`config.mk`:
```
export PLATFORM = sky130hd
export DESIGN_NAME = aux_pin_mux
export DESIGN_NICKNAME = d
export VERILOG_FILES = /design/src/include/test_page_pkg.sv /design/src/logic/aux_pin_mux.sv
export SDC_FILE = /design/constraint.sdc
export NUM_CORES = 1
export LEC_CHECK = 0
export ABC_AREA = 1
export BUFFER_PORTS_ARGS = -buffer_cell sky130_fd_sc_hd__buf_4
export CORE_AREA = 3 3 40 42
export DETAILED_ROUTE_END_ITERATION = 8
export DIE_AREA = 0 0 43 45
export MAX_ROUTING_LAYER = met4
export SLEW_MARGIN = 5
export SYNTH_ARGS = -nofsm -noshare
export SYNTH_HDL_FRONTEND = slang
export SYNTH_SLANG_ARGS = --single-unit
```
`constraint.sdc`:
```
create_clock -name vclk -period 0.8
set_clock_uncertainty 0.1 [all_clocks]
set_input_delay 0.04 -clock vclk [all_inputs]
set_output_delay 0.04 -clock vclk [all_outputs]
set_load 0.05 [all_outputs]
```
`src/include/test_page_pkg.sv`:
```
// shared constants for the test and identification register page
package test_page_pkg;
   localparam int ADDR_W = 6;
   localparam int DATA_W = 8;
   // register offsets
   localparam logic [5:0] OFS_PROBE_BUS = 6'h35;
   localparam logic [5:0] OFS_SELF_CHECK = 6'h36;
   localparam logic [5:0] OFS_CHIP_ID = 6'h37;
   localparam logic [5:0] OFS_AUX_SRC = 6'h38;
   localparam logic [5:0] OFS_DAC_ONE = 6'h39;
   localparam logic [5:0] OFS_DAC_TWO = 6'h3A;
   // field positions
   localparam int SC_GAIN_BIT = 6;
   localparam int SC_FIELD_LSB = 0;
   localparam int AUX_ONE_LSB = 4;
   localparam int AUX_TWO_LSB = 0;
   localparam int ID_TYPE_LSB = 4;
   // reset values
   localparam logic [7:0] SELF_CHECK_RST = 8'h40;
   localparam logic [7:0] AUX_SRC_RST = 8'h00;
   localparam logic [5:0] DAC_RST = 6'h00;
   // self-check keys
   localparam logic [3:0] SC_ENABLE_KEY = 4'h9;
   localparam logic [3:0] SC_OFF_KEY = 4'h0;
   // identity codes, values arbitrary
   localparam logic [3:0] CHIP_TYPE_CODE = 4'h5;
   localparam logic [3:0] CHIP_REV_CODE = 4'h3;
   // aux pin source encodings
   localparam logic [3:0] SRC_TRISTATE = 4'h0;
   localparam logic [3:0] SRC_TEST_DAC = 4'h1;
   localparam logic [3:0] SRC_CORR = 4'h2;
   localparam logic [3:0] SRC_MIN_LEVEL = 4'h4;
   localparam logic [3:0] SRC_ADC_I = 4'h5;
   localparam logic [3:0] SRC_ADC_Q = 4'h6;
   localparam logic [3:0] SRC_HIGH = 4'hA;
   localparam logic [3:0] SRC_LOW = 4'hB;
   localparam logic [3:0] SRC_TX_ACT = 4'hC;
   localparam logic [3:0] SRC_RX_ACT = 4'hD;
   localparam logic [3:0] SRC_SUBCARRIER = 4'hE;
   localparam logic [3:0] SRC_PROBE_BIT = 4'hF;
   // analog route codes sent to the pad mux
   localparam logic [2:0] ROUTE_DIGITAL = 3'h0;
   localparam logic [2:0] ROUTE_DAC = 3'h1;
   localparam logic [2:0] ROUTE_CORR = 3'h2;
   localparam logic [2:0] ROUTE_MIN_LEVEL = 3'h3;
   localparam logic [2:0] ROUTE_ADC_I = 3'h4;
   localparam logic [2:0] ROUTE_ADC_Q = 3'h5;
   localparam logic [2:0] ROUTE_OFF = 3'h6;
endpackage

```
`src/logic/aux_pin_mux.sv`:
```
// source selection for one auxiliary analog pin
`timescale 1ns/1ps
module aux_pin_mux
(
   // selector
   input wire logic [3:0] source_sel,
   // digital sources
   input wire logic tx_window,
   input wire logic rx_window,
   input wire logic subcarrier_seen,
   input wire logic probe_bit,
   // pad controls
   output logic pin_out,
   output logic pin_oe,
   output logic [2:0] analog_route
);
   // digital drive for the pin; analog routes leave oe low, the pad mux drives current
   wire is_high = source_sel == test_page_pkg::SRC_HIGH;
   wire is_low = source_sel == test_page_pkg::SRC_LOW;
   wire is_tx = source_sel == test_page_pkg::SRC_TX_ACT;
   wire is_rx = source_sel == test_page_pkg::SRC_RX_ACT;
   wire is_sc = source_sel == test_page_pkg::SRC_SUBCARRIER;
   wire is_pb = source_sel == test_page_pkg::SRC_PROBE_BIT;
   assign pin_oe = is_high | is_low | is_tx | is_rx | is_sc | is_pb; // [RULE7]
   assign pin_out = is_high | (is_tx & tx_window) | (is_rx & rx_window) // [RULE10] [RULE11]
      | (is_sc & subcarrier_seen) | (is_pb & probe_bit); // [RULE12] [RULE13]
   // analog route; reserved codes leave the pin floating
   assign analog_route =
      (source_sel == test_page_pkg::SRC_TEST_DAC) ? test_page_pkg::ROUTE_DAC : // [RULE8]
      (source_sel == test_page_pkg::SRC_CORR) ? test_page_pkg::ROUTE_CORR : // [RULE9]
      (source_sel == test_page_pkg::SRC_MIN_LEVEL) ? test_page_pkg::ROUTE_MIN_LEVEL :
      (source_sel == test_page_pkg::SRC_ADC_I) ? test_page_pkg::ROUTE_ADC_I :
      (source_sel == test_page_pkg::SRC_ADC_Q) ? test_page_pkg::ROUTE_ADC_Q :
      pin_oe ? test_page_pkg::ROUTE_DIGITAL : test_page_pkg::ROUTE_OFF;
endmodule // aux_pin_mux

```
==> results of run 1 <==
[synth_stat cells]
| cell type | number |
|---|---|
| nor2_1 | 8 |
| nand2_1 | 7 |
| inv_1 | 5 |
| nand3_1 | 3 |
| a21oi_1 | 2 |
| nor3_1 | 2 |
| nand4_1 | 1 |
| o21bai_1 | 1 |
[worst min path at each step]
stage | depth (start not counted) | slack, ns | startpoint | endpoint
2_1_floorplan | 1 | 0.11 | source_sel[3] | analog_route[0]
6_report | 4 | 0.36 | source_sel[1] | analog_route[1]
3_5_place_dp | 3 | 0.35 | source_sel[3] | analog_route[0]
4_1_cts | 4 | 0.35 | source_sel[1] | analog_route[1]
5_1_grt | 4 | 0.38 | subcarrier_seen | pin_out
3_3_place_gp | 3 | 0.35 | source_sel[3] | analog_route[0]
[timing repair]
action	CTS	global route
hold endpoints to repair	0	0
resized for setup	22	5
endpoints found under the setup margin	5	4
pin swaps	6	2
buffers inserted	2	0
[layout make-up]
type,instances,area share [%]
inverter,5,5.92
multi-input combinational,24,42.4
tap,15,4.67
timing repair buffer,18,47.0
[per-layer routing]
metal  vias up  GRT usage, %
li1        129             -
met1       104          7.62
met2         9          8.08
met3         0         0.797
met4         0             0
met5         -             -
[tightest hold or removal path, cell delays in order]
cell and delay (ns):
buf_8 0.11, nand2_1 0.07, a21oi_2 0.06, buf_6 0.14
[logic make-up (layout without fill, tap and decap cells)]
logic type             count (synthesis)  count (layout)  synth area share [%]
buffers and inverters                  5              23                  15.2
and+or+nand+nor                       21              21                  70.7
AOI/OAI and AO/OA                      3               3                  14.1
[per-stage QoR]
| step | total power (W) | hold slack (ns) | area (µm²) |
|---|---|---|---|
| after detailed placement | 0.000215 | 0.348 | 298 |
| after global placement | 0.000216 | 0.349 | 298 |
| after floorplan | 0.000125 | 0.109 | 159 |
| after global routing | 0.000301 | 0.377 | 402 |
| final | 0.000285 | 0.358 | 402 |
| after CTS | 0.000269 | 0.351 | 380 |
[power groups by stage]
| stage | clock [W] | sequential (W) | combinational [W] |
|---|---|---|---|
| 2_1_floorplan | 0 | 0 | 0.000125 |
| 3_3_place_gp | 0 | 0 | 0.000216 |
| 3_5_place_dp | 0 | 0 | 0.000215 |
| 4_1_cts | 0 | 0 | 0.000269 |
| 5_1_grt | 0 | 0 | 0.000301 |
| 6_report | 0 | 0 | 0.000285 |
==> results.md, run 1 <==
- The global-route congestion overflow total is 0.
- Setup violations remaining at the end of the flow were counted as 4.
- The count of synthesis-stage warnings from yosys is 0.
- The maximum single-stage delay on the critical path is 0.19 ns.
- The largest total area in the synthesized netlist belongs to nor2_1.
- In this run the tool buffered the top-level ports with 13 buffer cells.
- The number of routed nets with antenna violations is 0.
- The sequential-to-total area share from yosys stat is 0%.
- The slowest stage cell on the critical path is nor3_4.
- The horizontal die dimension is 43 µm.
- The final-report hold violation count is 0.
- The maximum number of pins on one net before global-route repair is 7.
- The highest layer touched by signal routing is met3.
- After the first detailed-routing iteration, the DRC count stood at 0.
- The worst setup path is captured at a primary output.
- The most prevalent standard cell on the critical path is buf_8.
- The type of origin of the critical path is a primary input.
- The row count is 13.
- The clock buffers instantiated in the layout total 0.
- Excluding fillers, the count of instances in the completed layout stands at 62.
- In this run the tightest slew margin relative to its limit is 84.5%.
- The repair_antennas step left the layout with diodes totalling 0.
- Measured along the y axis, the die boundary spans about 45 µm.
- The last weighted congestion value of the routability-driven placer is about 0.7.
- The number of hold buffers added after CTS is 0.
- Prior to clock tree synthesis, the placed netlist has a worst setup slack of -0.150 ns.
- The length of routed met3 wiring is slightly above 40 µm.
- The worst path setup slack after routing is -0.107 ns.
- Fill cells in the final layout number around 150.
- The timing startpoint of the critical path is source_sel[1].
- Walking the worst path, the cells encountered are buf_8 -> inv_4 -> nand2_4 -> nor3_4 -> buf_4 -> nor2_4 -> buf_8.
- Data on the critical path arrives at its endpoint at slightly below 0.8 ns.
- Ranked by total cell area, the synthesized netlist is headed by nor2_1 24%, nand2_1 21%, inv_1 15%.
- The number of antenna violations at the first check in global routing is 0.
- The average size of a mapped cell is around 4.3 µm².
- In this run, flip-flops and latches consume 0% of the power.
- The run finished, with violations left.
- Synthesis produced a netlist with a net count of 37.
- The commonest non-fill, non-tap cell in the layout is buf_4.
- The share of the synthesized area in the top cell type is between 20 and 25%.
- Combinational cells account for 100.0% of the total power.
- STA puts the critical path data required time at about 0.66 ns.
- The leakage component of the power is approximately 0.20 nW.
- The placed instance count is 60.
- The max-slew violation total from the final report is 0.
- Global routing used roughly 5.2% of the available tracks.
- The DRC violation count after routing is 0.
- The total area inside the core boundary comes to ~0.0013 mm².
- The area growth from synthesis to layout is 224%.
- The final reports fail on negative setup slack.
- The analysis attributes to net switching a power of 0.000157 W.
- The internal power of the cells totals around 0.00013 W.
- For the pin with the worst max-slew slack, the measured transition is roughly 0.23 ns.
- The type of the tightest min-delay check is in2out.
- IR analysis of the VDD net gives a maximum drop of 0.000278 V.
- The die covers between 0.0015 and 0.002 mm².
- The clock power share is 0%.
- Counting I/O delays and the setup requirement, the final critical path takes roughly 0.91 ns.
- The total number of vias is 242.
- For this run, the post-layout net count is 57.
- The length of the first detailed-routing pass in iterations is 1.
- Once the floorplan was initialized, standard cells occupied under 10% of the core.
- Once layout is complete, the utilization of the core stands at 31.3%.
- Summing every instance area after synthesis gives about 120 µm².
- In this run the worst setup path terminates at analog_route[2].
- The sum of negative setup slack is -0.302 ns.
- In the detailed route, the total length drawn on met2 is 281 µm.
- Counting both buffers and inverters, the worst setup path holds a total of 4.
- After detailed routing, the average wire length per cell comes to around 9.3 µm.
- The critical setup path kind is in2out.
- The routed length on met1 is approximately 260 µm.
- For this run, the top clock speed supported by timing is about 1100 MHz.
- The number of different library cells used by synthesis comes to 8.
- The HPWL after detailed placement is 399 µm.
- The library cells used most frequently in the layout, excluding fill and tap cells, are 9 x buf_4, 6 x nor2_1, 5 x nand2_1, 5 x buf_6, 3 x buf_8.
- The critical path runs through a total of 7 cells.
- The net switching share of the total power is 55.0%.
- The critical-path maximum fanout is 6.
- 13 I/O pins were placed.
- The global-route wire length before repair is 821 µm.
- The sequential cell count is 0.
- The routed design has around 580 µm of wire.
- Setup repair after global routing could not meet its margin everywhere.
- In the routed layout, each cell is associated on average with a via count of 3.90.
- The post-synthesis instance total is 29.
- Across the whole layout, storage elements account for 0 µm².
- The area taken by multi-input logic gates is 170 µm².
- The number of global-route vias before repair is 215.
- The category of cells accounting for the largest share of critical-path delay is buffers and inverters.
- The share of post-route cells with drive strength above 1 is between 60% and 70%.
- Dividing total power by cell area gives a power density of between 700 and 800 mW/mm².
- The max-cap check violation count is 0.
- The share of the clock period used by the worst path after layout is 113%.
Power figures use the tool's default switching activity.
==> run 2: changes to the inputs <==
--- a/constraint.sdc
+++ b/constraint.sdc
@@ -4,2 +4,2 @@
 set_output_delay 0.04 -clock vclk [all_outputs]
-set_load 0.05 [all_outputs]
+set_load 0.01 [all_outputs]
==> results.md, run 2 (same netlist as run 1, synthesis figures left out) <==
- The run finished, with violations left.
- The final reports fail on negative setup slack.
- The length of the first detailed-routing pass in iterations came to 3 (+2).
- The via density per instance is 3.96 (+1.6%).
- The HPWL after detailed placement is 350 µm (-12%).
- The share of post-route cells with drive strength above 1 is 61.9% (-6.2 points).
- The min-delay analysis places its worst path in the category in2out.
- The maximum number of pins on one net before global-route repair is 7 (unchanged).
- The total number of vias is 226 (-6.6%).
- The leakage component of the power is 0.171 nW (-16%).
- The number of routed nets with antenna violations is 0 (unchanged).
- The total placed instance area is 240 µm² (-19%).
- The pin slew with the least headroom to its limit came to 0.150 ns (-0.0814 ns).
- The max-slew violation total from the final report is 0 (unchanged).
- The count of routing violations after the opening detailed-route iteration is 2 (+2).
- The flip-flop and latch area is 0 µm² (unchanged).
- The number of global-route vias before repair is 162 (-25%).
- The horizontal die dimension came to 43 µm (unchanged).
- The endpoint type of the worst setup path is a primary output.
- The clock period minus final worst setup slack is 0.839 ns (-0.0688 ns).
- The slowest stage of the critical path belongs to the cell nor3_4.
- The maximum frequency from static timing analysis is 1190 MHz (+8.2%).
- The post-placement worst setup slack was -0.0916 ns (+0.0585 ns).
- The max-cap check violation count is 0 (unchanged).
- The global-route usage over all layers is 4.27% (-0.94 points).
- The I/O pin total is 13 (unchanged).
- The total length of routed wires is 496 µm (-14%).
- The required time at the endpoint of the critical path came to 0.66 ns (about the same).
- The global-route wire length before repair is 676 µm (-18%).
- By startpoint and endpoint, the worst setup path is classified as in2out.
- Walking the worst path, the cells encountered are buf_12 -> clkinv_8 -> nand2_4 -> nor3_4 -> o21bai_1 -> buf_4.
- The effective utilization at floorplan came to 9.64% (unchanged).
- The number of post-CTS setup repair buffers is 0 (-2).
- The global-route congestion overflow total is 0 (unchanged).
- The endpoint with the worst hold slack is analog_route[0].
- The instance count along the most critical hold path is 3 (-1).
- The number of nets at the end of the flow is 52 (-8.8%).
- The area of the placeable core was 0.00128 mm² (unchanged).
- In this run the most critical hold path is launched from source_sel[3].
- The total buffers and inverters traversed by the critical path was 3 (-1).
- In the layout the commonest cells are 8 x buf_4, 5 x nor2_1, 4 x nand2_1.
- STA classifies the critical path startpoint as a primary input.
- The power density over the cells is 515 mW/mm² (-28%).
- The post-layout instance area is 340 µm² (-15%).
- The critical-path maximum fanout came to 6 (unchanged).
- The final-report hold violation count came to 0 (unchanged).
- The worst supply voltage drop on vdd is 0.0000896 V (-68%).
- The share of the clock period used by the worst path after layout came to 105% (-8.6 points).
- The number of buffers inserted by port buffering is 13 (unchanged).
- The commonest non-fill, non-tap cell in the layout is buf_4.
- The fraction of power consumed by combinational cells is 100.0% (about the same).
- The cell internal power dissipation is 0.0000917 W (-29%).
- Compared with the post-synthesis result, the final layout area differs by 175%.
- The overall die area is 0.00194 mm² (unchanged).
- The average detailed-routed wire length per instance is 8.70 µm (-6.7%).
- The number of fill cells in the layout came to 139 (-5.4%).
- The sum of negative setup slack is -0.0391 ns (+0.263 ns).
- The number of hold buffers added after CTS was 0 (unchanged).
- The clock power share is 0% (unchanged).
- The power spent charging and discharging nets was 0.0000837 W (-47%).
- The total setup violations reported at the end of the flow is 2 (-2).
- The antenna diode instance count is 0 (unchanged).
- Setup repair after global routing could not meet its margin everywhere.
- The category of cells accounting for the largest share of critical-path delay is buffers and inverters.
- The row count came to 13 (unchanged).
- The number of antenna violations at the first check in global routing was 0 (unchanged).
- The part of the total power dissipated in sequential elements is 0% (unchanged).
- The DRC violation count after routing is 0 (unchanged).
- The number of clock-tree buffers in the layout is 0 (unchanged).
- The max-slew headroom at the worst pin is 90.0% (+5.4 points).
- The maximum single-stage delay on the critical path is 0.18 ns (about the same).
- The worst path arrival time is 0.70 ns (-0.07 ns).
- The final design utilization is 26.5% (-4.8 points).
- The sequential cell count came to 0 (unchanged).
- The die span in y is 45 µm (unchanged).
- The worst path setup slack after routing is -0.0385 ns (+0.0688 ns).
- The last weighted congestion value of the routability-driven placer is 0.755 (+7.7%).
- The net switching share of the total power is 47.7% (-7.2 points).
## run 2: cell type report
cell class	instances	area, µm²	area share (%)
timing repair buffer	13	129	37.9
multi-input combinational	24	161	47.4
inverter	5	31.3	9.19
tap	15	18.8	5.51
## run 2: what timing repair did
action	CTS	global route
endpoints found under the hold margin	0	0
setup endpoints to repair	3	3
resized for setup	10	19
pin swaps	3	3
## run 2: power by group through the flow
| stage | Sequential [W] | Combinational, W | Clock, W |
|---|---|---|---|
| floorplan | 0 | 0.0000487 | 0 |
| global placement | 0 | 0.000124 | 0 |
| detailed placement | 0 | 0.000124 | 0 |
| CTS | 0 | 0.000141 | 0 |
| global route | 0 | 0.000190 | 0 |
| finish | 0 | 0.000175 | 0 |
## run 2: worst max-delay path by stage
stage | from | end | slack, ns | cells past startpoint
final | source_sel[1] | analog_route[0] | -0.04 | 6
after global placement | source_sel[1] | analog_route[0] | -0.09 | 6
after detailed placement | source_sel[1] | analog_route[0] | -0.09 | 6
after CTS | source_sel[3] | pin_out | 0.002 | 8
after floorplan | source_sel[1] | analog_route[0] | 0.18 | 4
after global routing | source_sel[1] | analog_route[0] | -0.09 | 6
## run 2: per-stage QoR
stage / instances / hold slack, ns / power [W]
final: 57 / 0.286 / 0.000175
after detailed placement: 57 / 0.290 / 0.000124
after floorplan: 29 / 0.0731 / 0.0000487
after CTS: 57 / 0.275 / 0.000141
after global placement: 57 / 0.286 / 0.000124
after global routing: 57 / 0.309 / 0.000190
## run 2: metal layers
| layer | GRT usage, % | up-vias | wire, µm |
|---|---|---|---|
| met4 | 0 | 0 | 0 |
| met5 | - | - | 0 |
| met2 | 7.78 | 7 | 286 |
| met3 | 0.797 | 0 | 46 |
| li1 | - | 120 | - |
| met1 | 5.24 | 99 | 163 |
